**config.mk**
```make
export PLATFORM = sky130hd
export DESIGN_NAME = esrp_host
export DESIGN_NICKNAME = d
export VERILOG_FILES = /design/src/pkg/esrp_pkg.sv /design/src/hdl/esrp_host.sv
export SDC_FILE = /design/constraint.sdc
export NUM_CORES = 1
export LEC_CHECK = 0
export BUFFER_PORTS_ARGS = -buffer_cell sky130_fd_sc_hd__buf_2
export CAP_MARGIN = 10
export CORE_MARGIN = 5
export CORE_UTILIZATION = 64
export DETAILED_ROUTE_END_ITERATION = 8
export HOLD_SLACK_MARGIN = 0.15
export PLACE_DENSITY = 0.85
export SLEW_MARGIN = 20
export SYNTH_ARGS = -nofsm -noshare
export SYNTH_HDL_FRONTEND = slang
export SYNTH_SLANG_ARGS = --single-unit
```
**constraint.sdc**
```tcl
create_clock -name sys_clk_in -period 5.3 [get_ports sys_clk_in]
set_input_delay 0.265 -clock sys_clk_in [delete_from_list [all_inputs] [get_ports sys_clk_in]]
set_output_delay 0.265 -clock sys_clk_in [all_outputs]
set_load 0.1 [all_outputs]
```
**src/pkg/esrp_pkg.sv**
```systemverilog
// Package of constants and types for the sensor two-wire host controller
package esrp_pkg;
    localparam int SYS_PERIOD_NS  = 4;
    localparam int SCL_QUARTER_NS = 2500;
    localparam int QUARTER_CYC    = (SCL_QUARTER_NS + SYS_PERIOD_NS - 1) / SYS_PERIOD_NS;
    localparam int GUARD_MS       = 6;
    localparam int GUARD_CYC      = (GUARD_MS * 1000000 + SYS_PERIOD_NS - 1) / SYS_PERIOD_NS;

    localparam logic [6:0] DEV_ADDR      = 7'h71;
    localparam logic [6:0] DEV_ADDR_ALT  = 7'h70;
    localparam logic [7:0] REG_SOUND_THR = 8'h86;
    localparam logic [7:0] REG_CYCLE_PER = 8'h89;
    localparam logic [7:0] REG_MEAS_NOW  = 8'he1;
    localparam logic [2:0] SOUND_THR_LEN = 3'h2;
    localparam logic [2:0] MAX_LEN       = 3'h4;

    localparam logic [7:0] A_CTRL   = 8'h00;
    localparam logic [7:0] A_CMD    = 8'h04;
    localparam logic [7:0] A_TXDATA = 8'h08;
    localparam logic [7:0] A_RXDATA = 8'h0c;
    localparam logic [7:0] A_STATUS = 8'h10;

    localparam int CMD_LEN_LSB = 8;
    localparam int CMD_OP_LSB  = 12;
    localparam int SB_BUSY     = 0;
    localparam int SB_NACK     = 1;
    localparam int SB_READY    = 2;
    localparam int SB_GUARD    = 3;
    localparam int SB_REFUSED  = 4;
    localparam int SB_SCL      = 5;

    localparam logic [1:0] OP_CMD = 2'h0;
    localparam logic [1:0] OP_WR  = 2'h1;
    localparam logic [1:0] OP_RD  = 2'h2;
    localparam logic [2:0] PH_ADDR_W = 3'h0;
    localparam logic [2:0] PH_REG    = 3'h1;
    localparam logic [2:0] PH_WDATA  = 3'h2;
    localparam logic [2:0] PH_ADDR_R = 3'h3;
    localparam logic [2:0] PH_RDATA  = 3'h4;
    localparam logic [1:0] RESP_OKAY   = 2'h0;
    localparam logic [1:0] RESP_SLVERR = 2'h2;

    typedef enum logic [2:0] {ST_IDLE, ST_START, ST_BIT, ST_RESTART, ST_STOP} esrp_fsm_t;

    typedef struct packed {
        logic        awvalid;
        logic [7:0]  awaddr;
        logic        wvalid;
        logic [31:0] wdata;
        logic [3:0]  wstrb;
        logic        bready;
        logic        arvalid;
        logic [7:0]  araddr;
        logic        rready;
    } esrp_axi_req_t;

    typedef struct packed {
        logic        awready;
        logic        wready;
        logic        bvalid;
        logic [1:0]  bresp;
        logic        arready;
        logic        rvalid;
        logic [31:0] rdata;
        logic [1:0]  rresp;
    } esrp_axi_rsp_t;

    typedef struct packed {
        esrp_fsm_t     state;
        logic [1:0]    q;
        logic [15:0]   tick;
        logic [3:0]    bit_n;
        logic [1:0]    byte_n;
        logic [2:0]    phase;
        logic [7:0]    sh;
        logic          ackn;
        logic [1:0]    op;
        logic [7:0]    reg_a;
        logic [2:0]    len;
        logic          pend;
        logic          alt;
        logic [31:0]   tx;
        logic [31:0]   rx;
        logic          nack;
        logic          refused;
        logic [31:0]   guard;
        logic          rdy_s1;
        logic          rdy_s2;
        logic          sda_s1;
        logic          sda_s2;
        logic          scl_s1;
        logic          scl_s2;
        logic          scl_oe;
        logic          sda_oe;
        logic          aw_have;
        logic [7:0]    awaddr;
        logic          w_have;
        logic [31:0]   wdata;
        logic [3:0]    wstrb;
        esrp_axi_rsp_t rsp;
    } esrp_regs_t;

    localparam esrp_regs_t REGS_RST = '0;
endpackage

```
**src/hdl/esrp_host.sv**
```systemverilog
// Two-wire host controller for the environment sensor, AXI4-Lite controlled
`timescale 1ns/1ps
module esrp_host #(
    parameter int GUARD_CYCLES   = esrp_pkg::GUARD_CYC,
    parameter int QUARTER_CYCLES = esrp_pkg::QUARTER_CYC
) (
    input  wire logic                    sys_clk_in,
    input  wire logic                    reset_in,
    input  wire logic                    ce_in,
    input  wire logic                    ready_n_in,
    input  wire logic                    scl_in,
    input  wire logic                    sda_in,
    input  wire esrp_pkg::esrp_axi_req_t axi_in,
    output esrp_pkg::esrp_axi_rsp_t      axi_out,
    output logic                         scl_out,
    output logic                         scl_oe_out,
    output logic                         sda_out,
    output logic                         sda_oe_out
);
    if (GUARD_CYCLES < 1 || QUARTER_CYCLES < 2 || QUARTER_CYCLES > 65535) begin : g_bad
        $error("esrp_host: unsupported timing parameters");
    end

    esrp_pkg::esrp_regs_t r_q;
    esrp_pkg::esrp_regs_t r_d;
    logic                 adv;
    logic                 rd;
    logic                 last;
    logic                 busy;
    logic [6:0]           dev;

    function automatic logic cmd_ok(input logic [1:0] op, input logic [2:0] len,
                                    input logic [7:0] ra);
        cmd_ok = (op == esrp_pkg::OP_CMD) ||
                 ((op == esrp_pkg::OP_WR || op == esrp_pkg::OP_RD) && len != 3'h0 &&
                  len <= esrp_pkg::MAX_LEN &&
                  !(op == esrp_pkg::OP_WR && ra == esrp_pkg::REG_SOUND_THR &&
                    len != esrp_pkg::SOUND_THR_LEN));
    endfunction

    function automatic logic [7:0] pick(input logic [31:0] w, input logic [1:0] i);
        pick = w[{i, 3'b000} +: 8];
    endfunction

    assign rd   = r_q.phase == esrp_pkg::PH_RDATA;
    assign last = r_q.byte_n == 2'(r_q.len - 3'h1);
    assign busy = r_q.pend || r_q.state != esrp_pkg::ST_IDLE;
    assign dev  = r_q.alt ? esrp_pkg::DEV_ADDR_ALT : esrp_pkg::DEV_ADDR;

    always_comb begin
        r_d = r_q;
        adv = 1'b0;
        r_d.rdy_s1 = ready_n_in;
        r_d.rdy_s2 = r_q.rdy_s1;
        r_d.sda_s1 = sda_in;
        r_d.sda_s2 = r_q.sda_s1;
        r_d.scl_s1 = scl_in;
        r_d.scl_s2 = r_q.scl_s1;
        if (r_q.guard != 32'h0) begin
            r_d.guard = r_q.guard - 32'h1;
        end
        // Register slave
        if (axi_in.awvalid && r_q.rsp.awready) begin
            r_d.aw_have = 1'b1;
            r_d.awaddr  = axi_in.awaddr;
        end
        if (axi_in.wvalid && r_q.rsp.wready) begin
            r_d.w_have = 1'b1;
            r_d.wdata  = axi_in.wdata;
            r_d.wstrb  = axi_in.wstrb;
        end
        if (axi_in.bready && r_q.rsp.bvalid) begin
            r_d.rsp.bvalid = 1'b0;
        end
        if (r_q.aw_have && r_q.w_have && !r_q.rsp.bvalid) begin
            r_d.aw_have    = 1'b0;
            r_d.w_have     = 1'b0;
            r_d.rsp.bvalid = 1'b1;
            r_d.rsp.bresp  = esrp_pkg::RESP_OKAY;
            case (r_q.awaddr)
                esrp_pkg::A_CTRL: begin
                    if (r_q.wstrb[0]) begin
                        r_d.alt = r_q.wdata[0];
                    end
                end
                esrp_pkg::A_CMD: begin
                    if (busy || !cmd_ok(r_q.wdata[esrp_pkg::CMD_OP_LSB +: 2],
                                        r_q.wdata[esrp_pkg::CMD_LEN_LSB +: 3],
                                        r_q.wdata[7:0])) begin
                        r_d.refused = 1'b1;
                    end else begin
                        r_d.pend  = 1'b1;
                        r_d.op    = r_q.wdata[esrp_pkg::CMD_OP_LSB +: 2];
                        r_d.len   = r_q.wdata[esrp_pkg::CMD_LEN_LSB +: 3];
                        r_d.reg_a = r_q.wdata[7:0];
                    end
                end
                esrp_pkg::A_TXDATA: begin
                    for (int i = 0; i < 4; i++) begin
                        if (r_q.wstrb[i]) begin
                            r_d.tx[i*8 +: 8] = r_q.wdata[i*8 +: 8];
                        end
                    end
                end
                esrp_pkg::A_STATUS: begin
                    if (r_q.wdata[esrp_pkg::SB_NACK]) begin
                        r_d.nack = 1'b0;
                    end
                    if (r_q.wdata[esrp_pkg::SB_REFUSED]) begin
                        r_d.refused = 1'b0;
                    end
                end
                esrp_pkg::A_RXDATA: begin
                end
                default: begin
                    r_d.rsp.bresp = esrp_pkg::RESP_SLVERR;
                end
            endcase
        end
        if (axi_in.rready && r_q.rsp.rvalid) begin
            r_d.rsp.rvalid = 1'b0;
        end
        if (axi_in.arvalid && r_q.rsp.arready) begin
            r_d.rsp.rvalid = 1'b1;
            r_d.rsp.rresp  = esrp_pkg::RESP_OKAY;
            r_d.rsp.rdata  = 32'h0;
            case (axi_in.araddr)
                esrp_pkg::A_CTRL:   r_d.rsp.rdata[0] = r_q.alt;
                esrp_pkg::A_TXDATA: r_d.rsp.rdata = r_q.tx;
                esrp_pkg::A_RXDATA: r_d.rsp.rdata = r_q.rx;
                esrp_pkg::A_CMD: begin
                    r_d.rsp.rdata[7:0] = r_q.reg_a;
                    r_d.rsp.rdata[esrp_pkg::CMD_LEN_LSB +: 3] = r_q.len;
                    r_d.rsp.rdata[esrp_pkg::CMD_OP_LSB +: 2]  = r_q.op;
                end
                esrp_pkg::A_STATUS: begin
                    r_d.rsp.rdata[esrp_pkg::SB_BUSY]    = busy;
                    r_d.rsp.rdata[esrp_pkg::SB_NACK]    = r_q.nack;
                    r_d.rsp.rdata[esrp_pkg::SB_READY]   = !r_q.rdy_s2;
                    r_d.rsp.rdata[esrp_pkg::SB_GUARD]   = r_q.guard != 32'h0;
                    r_d.rsp.rdata[esrp_pkg::SB_REFUSED] = r_q.refused;
                    r_d.rsp.rdata[esrp_pkg::SB_SCL]     = r_q.scl_s2;
                end
                default: r_d.rsp.rresp = esrp_pkg::RESP_SLVERR;
            endcase
        end
        // Bus engine; its flag sets come after the software clears so they win
        if (r_q.state == esrp_pkg::ST_IDLE) begin
            if (r_q.pend && !r_q.rdy_s2 && r_q.guard == 32'h0) begin
                r_d.state  = esrp_pkg::ST_START;
                r_d.pend   = 1'b0;
                r_d.q      = 2'h0;
                r_d.tick   = 16'(QUARTER_CYCLES - 1);
                r_d.bit_n  = 4'h0;
                r_d.byte_n = 2'h0;
                r_d.phase  = esrp_pkg::PH_ADDR_W;
            end
        end else if (r_q.tick != 16'h0) begin
            r_d.tick = r_q.tick - 16'h1;
        end else begin
            adv    = 1'b1;
            r_d.tick = 16'(QUARTER_CYCLES - 1);
            r_d.q    = r_q.q + 2'h1;
            case (r_q.state)
                esrp_pkg::ST_START: begin
                    case (r_q.q)
                        2'h0: r_d.sda_oe = 1'b1;
                        2'h1: r_d.scl_oe = 1'b1;
                        2'h3: begin
                            r_d.state = esrp_pkg::ST_BIT;
                            r_d.sh    = {dev, 1'b0};
                        end
                        default: ;
                    endcase
                end
                esrp_pkg::ST_RESTART: begin
                    case (r_q.q)
                        2'h0: r_d.sda_oe = 1'b0;
                        2'h1: r_d.scl_oe = 1'b0;
                        2'h2: r_d.sda_oe = 1'b1;
                        default: begin
                            r_d.scl_oe = 1'b1;
                            r_d.state  = esrp_pkg::ST_BIT;
                            r_d.sh     = {dev, 1'b1};
                            r_d.phase  = esrp_pkg::PH_ADDR_R;
                        end
                    endcase
                end
                esrp_pkg::ST_STOP: begin
                    case (r_q.q)
                        2'h0: r_d.sda_oe = 1'b1;
                        2'h1: r_d.scl_oe = 1'b0;
                        2'h2: r_d.sda_oe = 1'b0;
                        default: begin
                            r_d.state = esrp_pkg::ST_IDLE;
                            if (r_q.op != esrp_pkg::OP_RD) begin
                                r_d.guard = 32'(GUARD_CYCLES);
                            end
                        end
                    endcase
                end
                esrp_pkg::ST_BIT: begin
                    case (r_q.q)
                        2'h0: begin
                            if (r_q.bit_n < 4'h8) begin
                                r_d.sda_oe = !rd && !r_q.sh[7];
                            end else begin
                                r_d.sda_oe = rd && !last;
                            end
                        end
                        2'h1: r_d.scl_oe = 1'b0;
                        2'h2: begin
                            if (r_q.bit_n == 4'h8) begin
                                r_d.ackn = r_q.sda_s2;
                            end else if (rd) begin
                                r_d.sh = {r_q.sh[6:0], r_q.sda_s2};
                            end
                        end
                        default: begin
                            r_d.scl_oe = 1'b1;
                            if (r_q.bit_n < 4'h8) begin
                                r_d.bit_n = r_q.bit_n + 4'h1;
                                if (!rd) begin
                                    r_d.sh = {r_q.sh[6:0], 1'b0};
                                end
                            end else begin
                                r_d.bit_n = 4'h0;
                                if (!rd && r_q.ackn) begin
                                    r_d.nack  = 1'b1;
                                    r_d.state = esrp_pkg::ST_STOP;
                                end else begin
                                    case (r_q.phase)
                                        esrp_pkg::PH_ADDR_W: begin
                                            r_d.phase = esrp_pkg::PH_REG;
                                            r_d.sh    = r_q.reg_a;
                                        end
                                        esrp_pkg::PH_REG: begin
                                            if (r_q.op == esrp_pkg::OP_WR) begin
                                                r_d.phase = esrp_pkg::PH_WDATA;
                                                r_d.sh    = pick(r_q.tx, 2'h0);
                                            end else if (r_q.op == esrp_pkg::OP_RD) begin
                                                r_d.state = esrp_pkg::ST_RESTART;
                                            end else begin
                                                r_d.state = esrp_pkg::ST_STOP;
                                            end
                                        end
                                        esrp_pkg::PH_WDATA: begin
                                            if (last) begin
                                                r_d.state = esrp_pkg::ST_STOP;
                                            end else begin
                                                r_d.byte_n = r_q.byte_n + 2'h1;
                                                r_d.sh     = pick(r_q.tx, r_q.byte_n + 2'h1);
                                            end
                                        end
                                        esrp_pkg::PH_ADDR_R: begin
                                            r_d.phase = esrp_pkg::PH_RDATA;
                                        end
                                        default: begin
                                            r_d.rx[{r_q.byte_n, 3'b000} +: 8] = r_q.sh;
                                            if (last) begin
                                                r_d.state = esrp_pkg::ST_STOP;
                                            end else begin
                                                r_d.byte_n = r_q.byte_n + 2'h1;
                                            end
                                        end
                                    endcase
                                end
                            end
                        end
                    endcase
                end
                default: r_d.state = esrp_pkg::ST_IDLE;
            endcase
        end
        r_d.rsp.awready = !r_d.aw_have;
        r_d.rsp.wready  = !r_d.w_have;
        r_d.rsp.arready = !r_d.rsp.rvalid;
    end

    always_ff @(posedge sys_clk_in) begin
        if (reset_in) begin
            r_q <= esrp_pkg::REGS_RST;
        end else if (ce_in) begin
            r_q <= r_d;
        end
    end

    // Open-drain pins: only ever pulled low
    assign axi_out    = r_q.rsp;
    assign scl_out    = 1'b0;
    assign sda_out    = 1'b0;
    assign scl_oe_out = r_q.scl_oe;
    assign sda_oe_out = r_q.sda_oe;

    property p_start_ready;
        @(posedge sys_clk_in) disable iff (reset_in)
        (ce_in && r_q.state == esrp_pkg::ST_IDLE && r_d.state == esrp_pkg::ST_START)
            |-> !r_q.rdy_s2;
    endproperty
    a_start_ready: assert property (p_start_ready) else $error("start while not ready");

    property p_start_guard;
        @(posedge sys_clk_in) disable iff (reset_in)
        (ce_in && r_q.state == esrp_pkg::ST_IDLE && r_d.state == esrp_pkg::ST_START)
            |-> r_q.guard == 32'h0;
    endproperty
    a_start_guard: assert property (p_start_guard) else $error("start inside guard");

    property p_guard_load;
        @(posedge sys_clk_in) disable iff (reset_in)
        (ce_in && r_q.state == esrp_pkg::ST_STOP && r_d.state == esrp_pkg::ST_IDLE &&
         r_q.op != esrp_pkg::OP_RD) |=> r_q.guard == 32'(GUARD_CYCLES);
    endproperty
    a_guard_load: assert property (p_guard_load) else $error("guard not loaded");

    property p_first_byte;
        @(posedge sys_clk_in) disable iff (reset_in)
        (r_q.state == esrp_pkg::ST_BIT && r_q.phase == esrp_pkg::PH_ADDR_W &&
         r_q.bit_n == 4'h0) |-> r_q.sh == {dev, 1'b0};
    endproperty
    a_first_byte: assert property (p_first_byte) else $error("bad first byte");

    property p_cmd_stop;
        @(posedge sys_clk_in) disable iff (reset_in)
        (ce_in && adv && r_q.state == esrp_pkg::ST_BIT && r_q.q == 2'h3 &&
         r_q.bit_n == 4'h8 && r_q.phase == esrp_pkg::PH_REG && r_q.op == esrp_pkg::OP_CMD)
            |=> r_q.state == esrp_pkg::ST_STOP;
    endproperty
    a_cmd_stop: assert property (p_cmd_stop) else $error("data after command");

    property p_msb_first;
        @(posedge sys_clk_in) disable iff (reset_in)
        (ce_in && adv && r_q.state == esrp_pkg::ST_BIT && r_q.q == 2'h3 && !rd &&
         r_q.bit_n < 4'h8) |=> r_q.sh == {$past(r_q.sh[6:0]), 1'b0};
    endproperty
    a_msb_first: assert property (p_msb_first) else $error("bit order");

    property p_lsb_first;
        @(posedge sys_clk_in) disable iff (reset_in)
        (r_q.state == esrp_pkg::ST_BIT && r_q.phase == esrp_pkg::PH_WDATA &&
         r_q.bit_n == 4'h0) |-> r_q.sh == pick(r_q.tx, r_q.byte_n);
    endproperty
    a_lsb_first: assert property (p_lsb_first) else $error("byte order");

    property p_last_nack;
        @(posedge sys_clk_in) disable iff (reset_in)
        (r_q.state == esrp_pkg::ST_BIT && rd && last && r_q.bit_n == 4'h8) |-> !r_q.sda_oe;
    endproperty
    a_last_nack: assert property (p_last_nack) else $error("last read byte acked");

    property p_sound_len;
        @(posedge sys_clk_in) disable iff (reset_in)
        (ce_in && r_d.pend && !r_q.pend && r_d.op == esrp_pkg::OP_WR &&
         r_d.reg_a == esrp_pkg::REG_SOUND_THR) |=> r_q.len == esrp_pkg::SOUND_THR_LEN;
    endproperty
    a_sound_len: assert property (p_sound_len) else $error("short threshold");

    property p_restart_read;
        @(posedge sys_clk_in) disable iff (reset_in)
        r_q.state == esrp_pkg::ST_RESTART |-> r_q.op == esrp_pkg::OP_RD;
    endproperty
    a_restart_read: assert property (p_restart_read) else $error("restart not read");

    c_cmd_done: cover property (@(posedge sys_clk_in) disable iff (reset_in)
        r_q.state == esrp_pkg::ST_STOP && r_q.op == esrp_pkg::OP_CMD && !r_q.nack);
    c_wr_done: cover property (@(posedge sys_clk_in) disable iff (reset_in)
        r_q.state == esrp_pkg::ST_STOP && r_q.phase == esrp_pkg::PH_WDATA);
    c_rd_done: cover property (@(posedge sys_clk_in) disable iff (reset_in)
        r_q.state == esrp_pkg::ST_STOP && r_q.phase == esrp_pkg::PH_RDATA);
endmodule // esrp_host

```
==> results_dict.tcl, run 1 <==
set metrics [dict create \
    status "finished clean" \
    fillers 1334 \
    wl_met1_mm 12.3 \
    fp-row-count 49 \
    netlist.area_leader.share_pct 42.3 \
    finalSetupTns_ns 0 \
    synth-compound-area-share_pct 15.5 \
    synth_top_family_by_area "simple AND/OR/NAND/NOR gates" \
    initial_core_util_pct 64.8 \
    antenna_found_initial 0 \
    dr.max_layer_used "met4" \
    hold_slack_ns 0.161 \
    avgSynthCellArea_um2 8.22 \
    first_pass_iters 5 \
    ir_drop_v 0.000453 \
    synthMostInstantiatedCell "nand2_1" \
    cts_made_buffers 25 \
    synth_xor_area_share_pct 3.32 \
    overflow 0 \
    grt_pass1_vias 10114 \
    avgViaCountPerCell 6.17 \
    endpoint_kind "register" \
    synth-seq-cells 245 \
    grt_pass1_wl_mm 50.7 \
    cp.arrival_ns 3.49 \
    critical_path_required_ns 5.76 \
    gp_congestion 0.940 \
    final-seq-area_um2 4900 \
    final.min_clock_period_ns 3.03 \
    drive_gt1_share_pct 13.2 \
    muxShareOfSynthArea_pct 5.64 \
    yosysSeqAreaShare_pct 42.3 \
    layout.nets 1548 \
    vias 10589 \
    clockBufferDepth 3 \
    synth_fa_ha_area_share_pct 1.62 \
    reg2reg_depth 5 \
    syn_to_final_growth_pct 12.7 \
    cap_violations 0 \
    clkLatencyLatePin_ns 0.54 \
    grt_util_all_layers_pct 29.9 \
    clock_skew_ns 0.0188 \
    synth_ff_type "dfxtp_1" \
    ctsResizeCount 0 \
    clock.fmax_ghz 0.330 \
    multi_input_area_um2 5970 \
    tritoncts "done" \
    ios 108 \
    yosys_warnings 0 \
    synthSimpleGateAreaFrac_pct 25.1 \
    p_int_w 0.00330 \
    met3RoutedLength_mm 2.16 \
    worstHoldPathType "input port to register" \
    pwr-share-seq_pct 42.4 \
    finalMaxSlewViolations 0 \
    worstMarginPinSlew_ns 1.05 \
    p_per_area_nw_per_um2 379 \
    drt.antenna.violating_nets 0 \
    start_kind "register" \
    port_buffers 103 \
    root_buffer "clkbuf_16" \
    synth_cell_type_count 76 \
    route.detailed.wl_per_inst_um 18.5 \
    min_to "axi_out[39]" \
    dieWidth_um 145 \
    yosys-top-cells-area "dfxtp_1, nand2_1, a21oi_1" \
    drc 0 \
    grt_max_degree 106 \
    syn_inst 1410 \
    synth-edff-count 0 \
    reg2reg_to "r_q[137]" \
    clockPowerShare_pct 33.4 \
    cts_num_sinks 245 \
    worstSetupPathType "register to register" \
    finalPower_w 0.00494 \
    power_switching_w 0.00164 \
    wl_met2_mm 15.6 \
    insertedDiodeCount 0 \
    routed_wl_mm 31.7 \
    rr_startpoint "r_q[220]" \
    holdCritStartpoint "axi_in[47]" \
    hpwl_mm 21.0 \
    switching_share_pct 33.2 \
    hold_violations 0 \
    ff2ff_setup_slack_ns 2.27 \
    htree_num_levels 1 \
    synth_commonest_cells "nand2_1, dfxtp_1, a21oi_1" \
    setup_viol 0 \
    cts.clk_slew.worst_paths_ns 0.06 \
    cp_max_fo 16 \
    die_h_um 145 \
    drt_iter0_markers 860 \
    relSlewSlack_pct 29.4 \
    async_flop_share_pct 0 \
    rsz0062_at_grt "no" \
    hold_depth 4 \
    core-area_um2 17900 \
    power_leakage_nw 4.83 \
    period_share_pct 57.1 \
    post_synth_instance_area_um2 11600 \
    p_comb_share_pct 24.1 \
    dieArea_um2 20900 \
    synth_area_leader_cell "dfxtp_1" \
]
[power by group through the flow]
stage	registers, W	logic [W]	clock network, W
floorplan	0.00211	0.000915	0
global placement	0.00213	0.00106	0
detailed placement	0.00213	0.00113	0
CTS	0.00209	0.00117	0.00166
global route	0.00211	0.00130	0.00174
finish	0.00210	0.00119	0.00165
[per-layer routing]
| layer | GRT usage, % | vias up |
|---|---|---|
| met2 | 52.8 | 470 |
| met5 | 0 | - |
| met1 | 36.3 | 4989 |
| met4 | 13.3 | 0 |
| li1 | - | 5005 |
| met3 | 3.97 | 125 |
[critical path, cell delays in order (launching register included)]
cell     delay, ns
dfxtp_1       0.85
inv_1         0.29
ha_1          0.66
nor3b_1       0.80
nand3_1       0.16
a21oi_1       0.19
[worst max-delay path by stage]
stage,start,end,depth (start not counted)
2_1_floorplan,r_q[220],r_q[209],9
3_3_place_gp,ce_in,r_q[197],6
5_1_grt,r_q[220],r_q[151],5
4_1_cts,r_q[220],r_q[137],5
3_5_place_dp,ce_in,r_q[198],6
6_report,r_q[220],r_q[137],5
[state kept, by name, summed over array words and instances (netlist names)]
register    cells
r_q           201
axi_out        39
r_d             3
scl_oe_out      1
sda_oe_out      1
[cell type report]
| cell class | count | share of cell area, % |
|---|---|---|
| timing repair buffer | 157 | 8.05 |
| clock inverter | 10 | 0.556 |
| multi-input combinational | 1018 | 45.7 |
| sequential | 245 | 37.5 |
| clock buffer | 34 | 5.28 |
| tap | 229 | 2.19 |
| inverter | 23 | 0.661 |
[timing repair]
| item | 4_1_cts | 5_1_grt |
|---|---|---|
| setup endpoints to repair | 0 | 0 |
| setup buffers | 0 | 0 |
| hold buffers | 48 | 0 |
| hold endpoints to repair | 48 | 0 |
[cells by family (layout without fill, tap and decap cells)]
| kind of cell | after synthesis | after routing |
|---|---|---|
| buf+inv | 150 | 224 |
| other cells | 1 | 4 |
| fa+ha+maj | 15 | 15 |
| mux | 54 | 54 |
| compound gates | 293 | 293 |
| flops | 245 | 245 |
| xor+xnor | 44 | 44 |
| simple gates | 608 | 608 |
[cells in the final DEF (no fill, tap or decap), drive strengths merged, types with 5 or more instances in the layout]
| master | instances |
|---|---|
| a21oi | 159 |
| a221oi | 28 |
| a22o | 11 |
| a22oi | 10 |
| and2 | 10 |
| and4 | 5 |
| buf | 109 |
| clkbuf | 34 |
| clkinv | 6 |
| dfxtp | 245 |
| dlygate4sd3 | 48 |
| ha | 15 |
| inv | 24 |
| mux2 | 11 |
| mux2i | 35 |
| mux4 | 8 |
| nand2 | 248 |
| nand2b | 8 |
| nand3 | 57 |
| nand3b | 9 |
| nand4 | 9 |
| nand4b | 5 |
| nor2 | 136 |
| nor2b | 14 |
| nor3 | 39 |
| nor3b | 9 |
| nor4 | 16 |
| o2111ai | 5 |
| o21ai | 43 |
| or2 | 5 |
| or3 | 19 |
| xnor2 | 16 |
| xor2 | 28 |
[through the flow]
stage                     cell area [µm²]  utilization [%]  worst slack [ns]  instances
final                               13100             73.0              2.27       1716
after floorplan                     11600                -              2.62       1413
after CTS                           13100             72.9              2.32       1715
after detailed placement            11800             66.0              2.29       1623
after global placement              11800             65.9              2.38       1623
after global routing                13100             73.0              2.00       1716
Note: power is estimated with default switching activity, not from simulation.
==> run 2: changes to the inputs <==
Settings changed: CORE_UTILIZATION 64 to 60, PLACE_DENSITY 0.85 to 0.8.
Clock period 5.3 ns to 3 ns, I/O delays scaled along.
==> results_dict.tcl, run 2 (same netlist as run 1, synthesis figures left out) <==
set metrics [dict create \
    status "finished clean" \
    root_buffer "clkbuf_16" \
    hold_violations 0 \
    critical_path_required_ns 3.48 \
    ios 108 \
    endpoint_kind "register" \
    p_per_area_nw_per_um2 667 \
    cts_num_sinks 245 \
    route.detailed.wl_per_inst_um 18.0 \
    max_flop_register "r_q" \
    power_switching_w 0.00288 \
    cts.clk_slew.worst_paths_ns 0.06 \
    largest_register_ffs 201 \
    clkLatencyLatePin_ns 0.55 \
    grt_max_degree 89 \
    cp_max_fo 15 \
    cap_violations 0 \
    clock_skew_ns 0.0213 \
    port_buffers 103 \
    core-area_um2 18900 \
    finalMaxSlewViolations 0 \
    layout.nets 1580 \
    layout_common_cells "nand2_1, dfxtp_1, a21oi_1, nor2_1, buf_2" \
    gp_congestion 0.947 \
    drive_gt1_share_pct 14.3 \
    reg2reg_to "r_q[216]" \
    start_kind "register" \
    clock.fmax_ghz 0.368 \
    cts_made_buffers 26 \
    setup_viol 0 \
    drt.antenna.violating_nets 0 \
    fillers 1426 \
    rr_startpoint "r_q[226]" \
    fin_ws_ns 0.280 \
    grt_util_all_layers_pct 28.2 \
    tritoncts "done" \
    routed_wl_mm 32.1 \
    finalSetupTns_ns 0 \
    hpwl_mm 21.2 \
    htree_num_levels 1 \
    worstHoldPathType "input port to register" \
    fp-row-count 50 \
    grt_pass1_vias 10116 \
    ctsResizeCount 0 \
    drc 0 \
    clockBufferDepth 3 \
    grt_pass1_wl_mm 51.5 \
    final.min_clock_period_ns 2.72 \
    dieArea_um2 22200 \
    p_int_w 0.00606 \
    ir_drop_v 0.000476 \
    worstSetupPathType "register to register" \
    switching_share_pct 32.2 \
    final_common_cell "nand2_1" \
    vias 10597 \
    drt_iter0_markers 1043 \
    ff2ff_setup_slack_ns 0.28 \
    rsz0062_at_grt "no" \
    antenna_found_initial 1 \
    overflow 0 \
    dieWidth_um 149 \
    min_to "axi_out[2]" \
    reg2reg_depth 8 \
    cp.arrival_ns 3.20 \
    first_pass_iters 5 \
    period_share_pct 90.7 \
    holdCritStartpoint "axi_in[7]" \
    p_comb_share_pct 24.0 \
    syn_to_final_growth_pct 15.7 \
    die_h_um 149 \
    worstMarginPinSlew_ns 0.867 \
    pwr-share-seq_pct 41.5 \
    post_cts_buffers 0 \
    clockPowerShare_pct 34.6 \
    initial_core_util_pct 61.4 \
    relSlewSlack_pct 42.2 \
    place_ws_ns 0.294 \
    avgViaCountPerCell 5.95 \
    power_leakage_nw 4.99 \
    hold_depth 5 \
]
[run 2: per-layer routing]
layer  vias to the layer above  global-route usage [%]  routed length, µm
met5                         -                       0                  0
met4                         0                    14.1               1750
met3                       132                    4.16               2010
met2                       426                    48.2              15500
met1                      4946                    34.8              12800
li1                       5093                       -                  -
[run 2: final cells by class]
cell class / instances / area (µm²) / share of cell area (%)
Timing Repair Buffer: 188 / 1310 / 9.73
Sequential cell: 245 / 4900 / 36.6
Inverter: 23 / 86.3 / 0.643
Antenna cell: 1 / 2.50 / 0.0187
Clock buffer: 40 / 773 / 5.76
Tap cell: 260 / 325 / 2.42
Multi-Input combinational cell: 1018 / 5960 / 44.4
Clock inverter: 6 / 60.1 / 0.448
[run 2: critical path, cell delays in order (launching register included)]
cell,delay (ns)
dfxtp_1,0.32
inv_1,0.09
ha_1,0.18
or3b_4,0.42
nor4_4,0.35
nand4_2,0.23
a211o_1,0.50
or3_4,0.44
a21oi_2,0.13
[run 2: how the worst max path moves through the flow]
stage / start / to / slack [ns] / cells after the start
floorplan: r_q[220] / r_q[209] / 0.32 / 9
global placement: r_q[226] / r_q[216] / 0.36 / 8
detailed placement: r_q[226] / r_q[211] / 0.29 / 8
CTS: r_q[226] / r_q[211] / 0.29 / 8
global route: r_q[226] / r_q[212] / 0.08 / 8
finish: r_q[226] / r_q[216] / 0.28 / 8
[run 2: power by group through the flow]
| stage | sequential [W] | combinational [W] | clock [W] |
|---|---|---|---|
| final | 0.00371 | 0.00214 | 0.00309 |
| after global routing | 0.00374 | 0.00235 | 0.00325 |
| after CTS | 0.00370 | 0.00211 | 0.00311 |
| after detailed placement | 0.00377 | 0.00203 | 0 |
| after global placement | 0.00376 | 0.00197 | 0 |
| after floorplan | 0.00372 | 0.00162 | 0 |
[run 2: timing repair]
item / 4_1_cts / 5_1_grt
hold endpoints to repair: 107 / 0
endpoints found under the setup margin: 0 / 0
hold buffers: 58 / 0
[run 2: per-stage QoR]
stage	util, %	power, W	hold slack (ns)	instance area [µm²]	std cells
global route	71.0	0.00934	0.274	13400	1781
detailed placement	63.5	0.00580	0.398	12000	1676
global placement	63.5	0.00573	0.390	12000	1676
CTS	71.0	0.00892	0.225	13400	1780
finish	71.0	0.00894	0.257	13400	1781
floorplan	-	0.00534	0.286	11600	1413
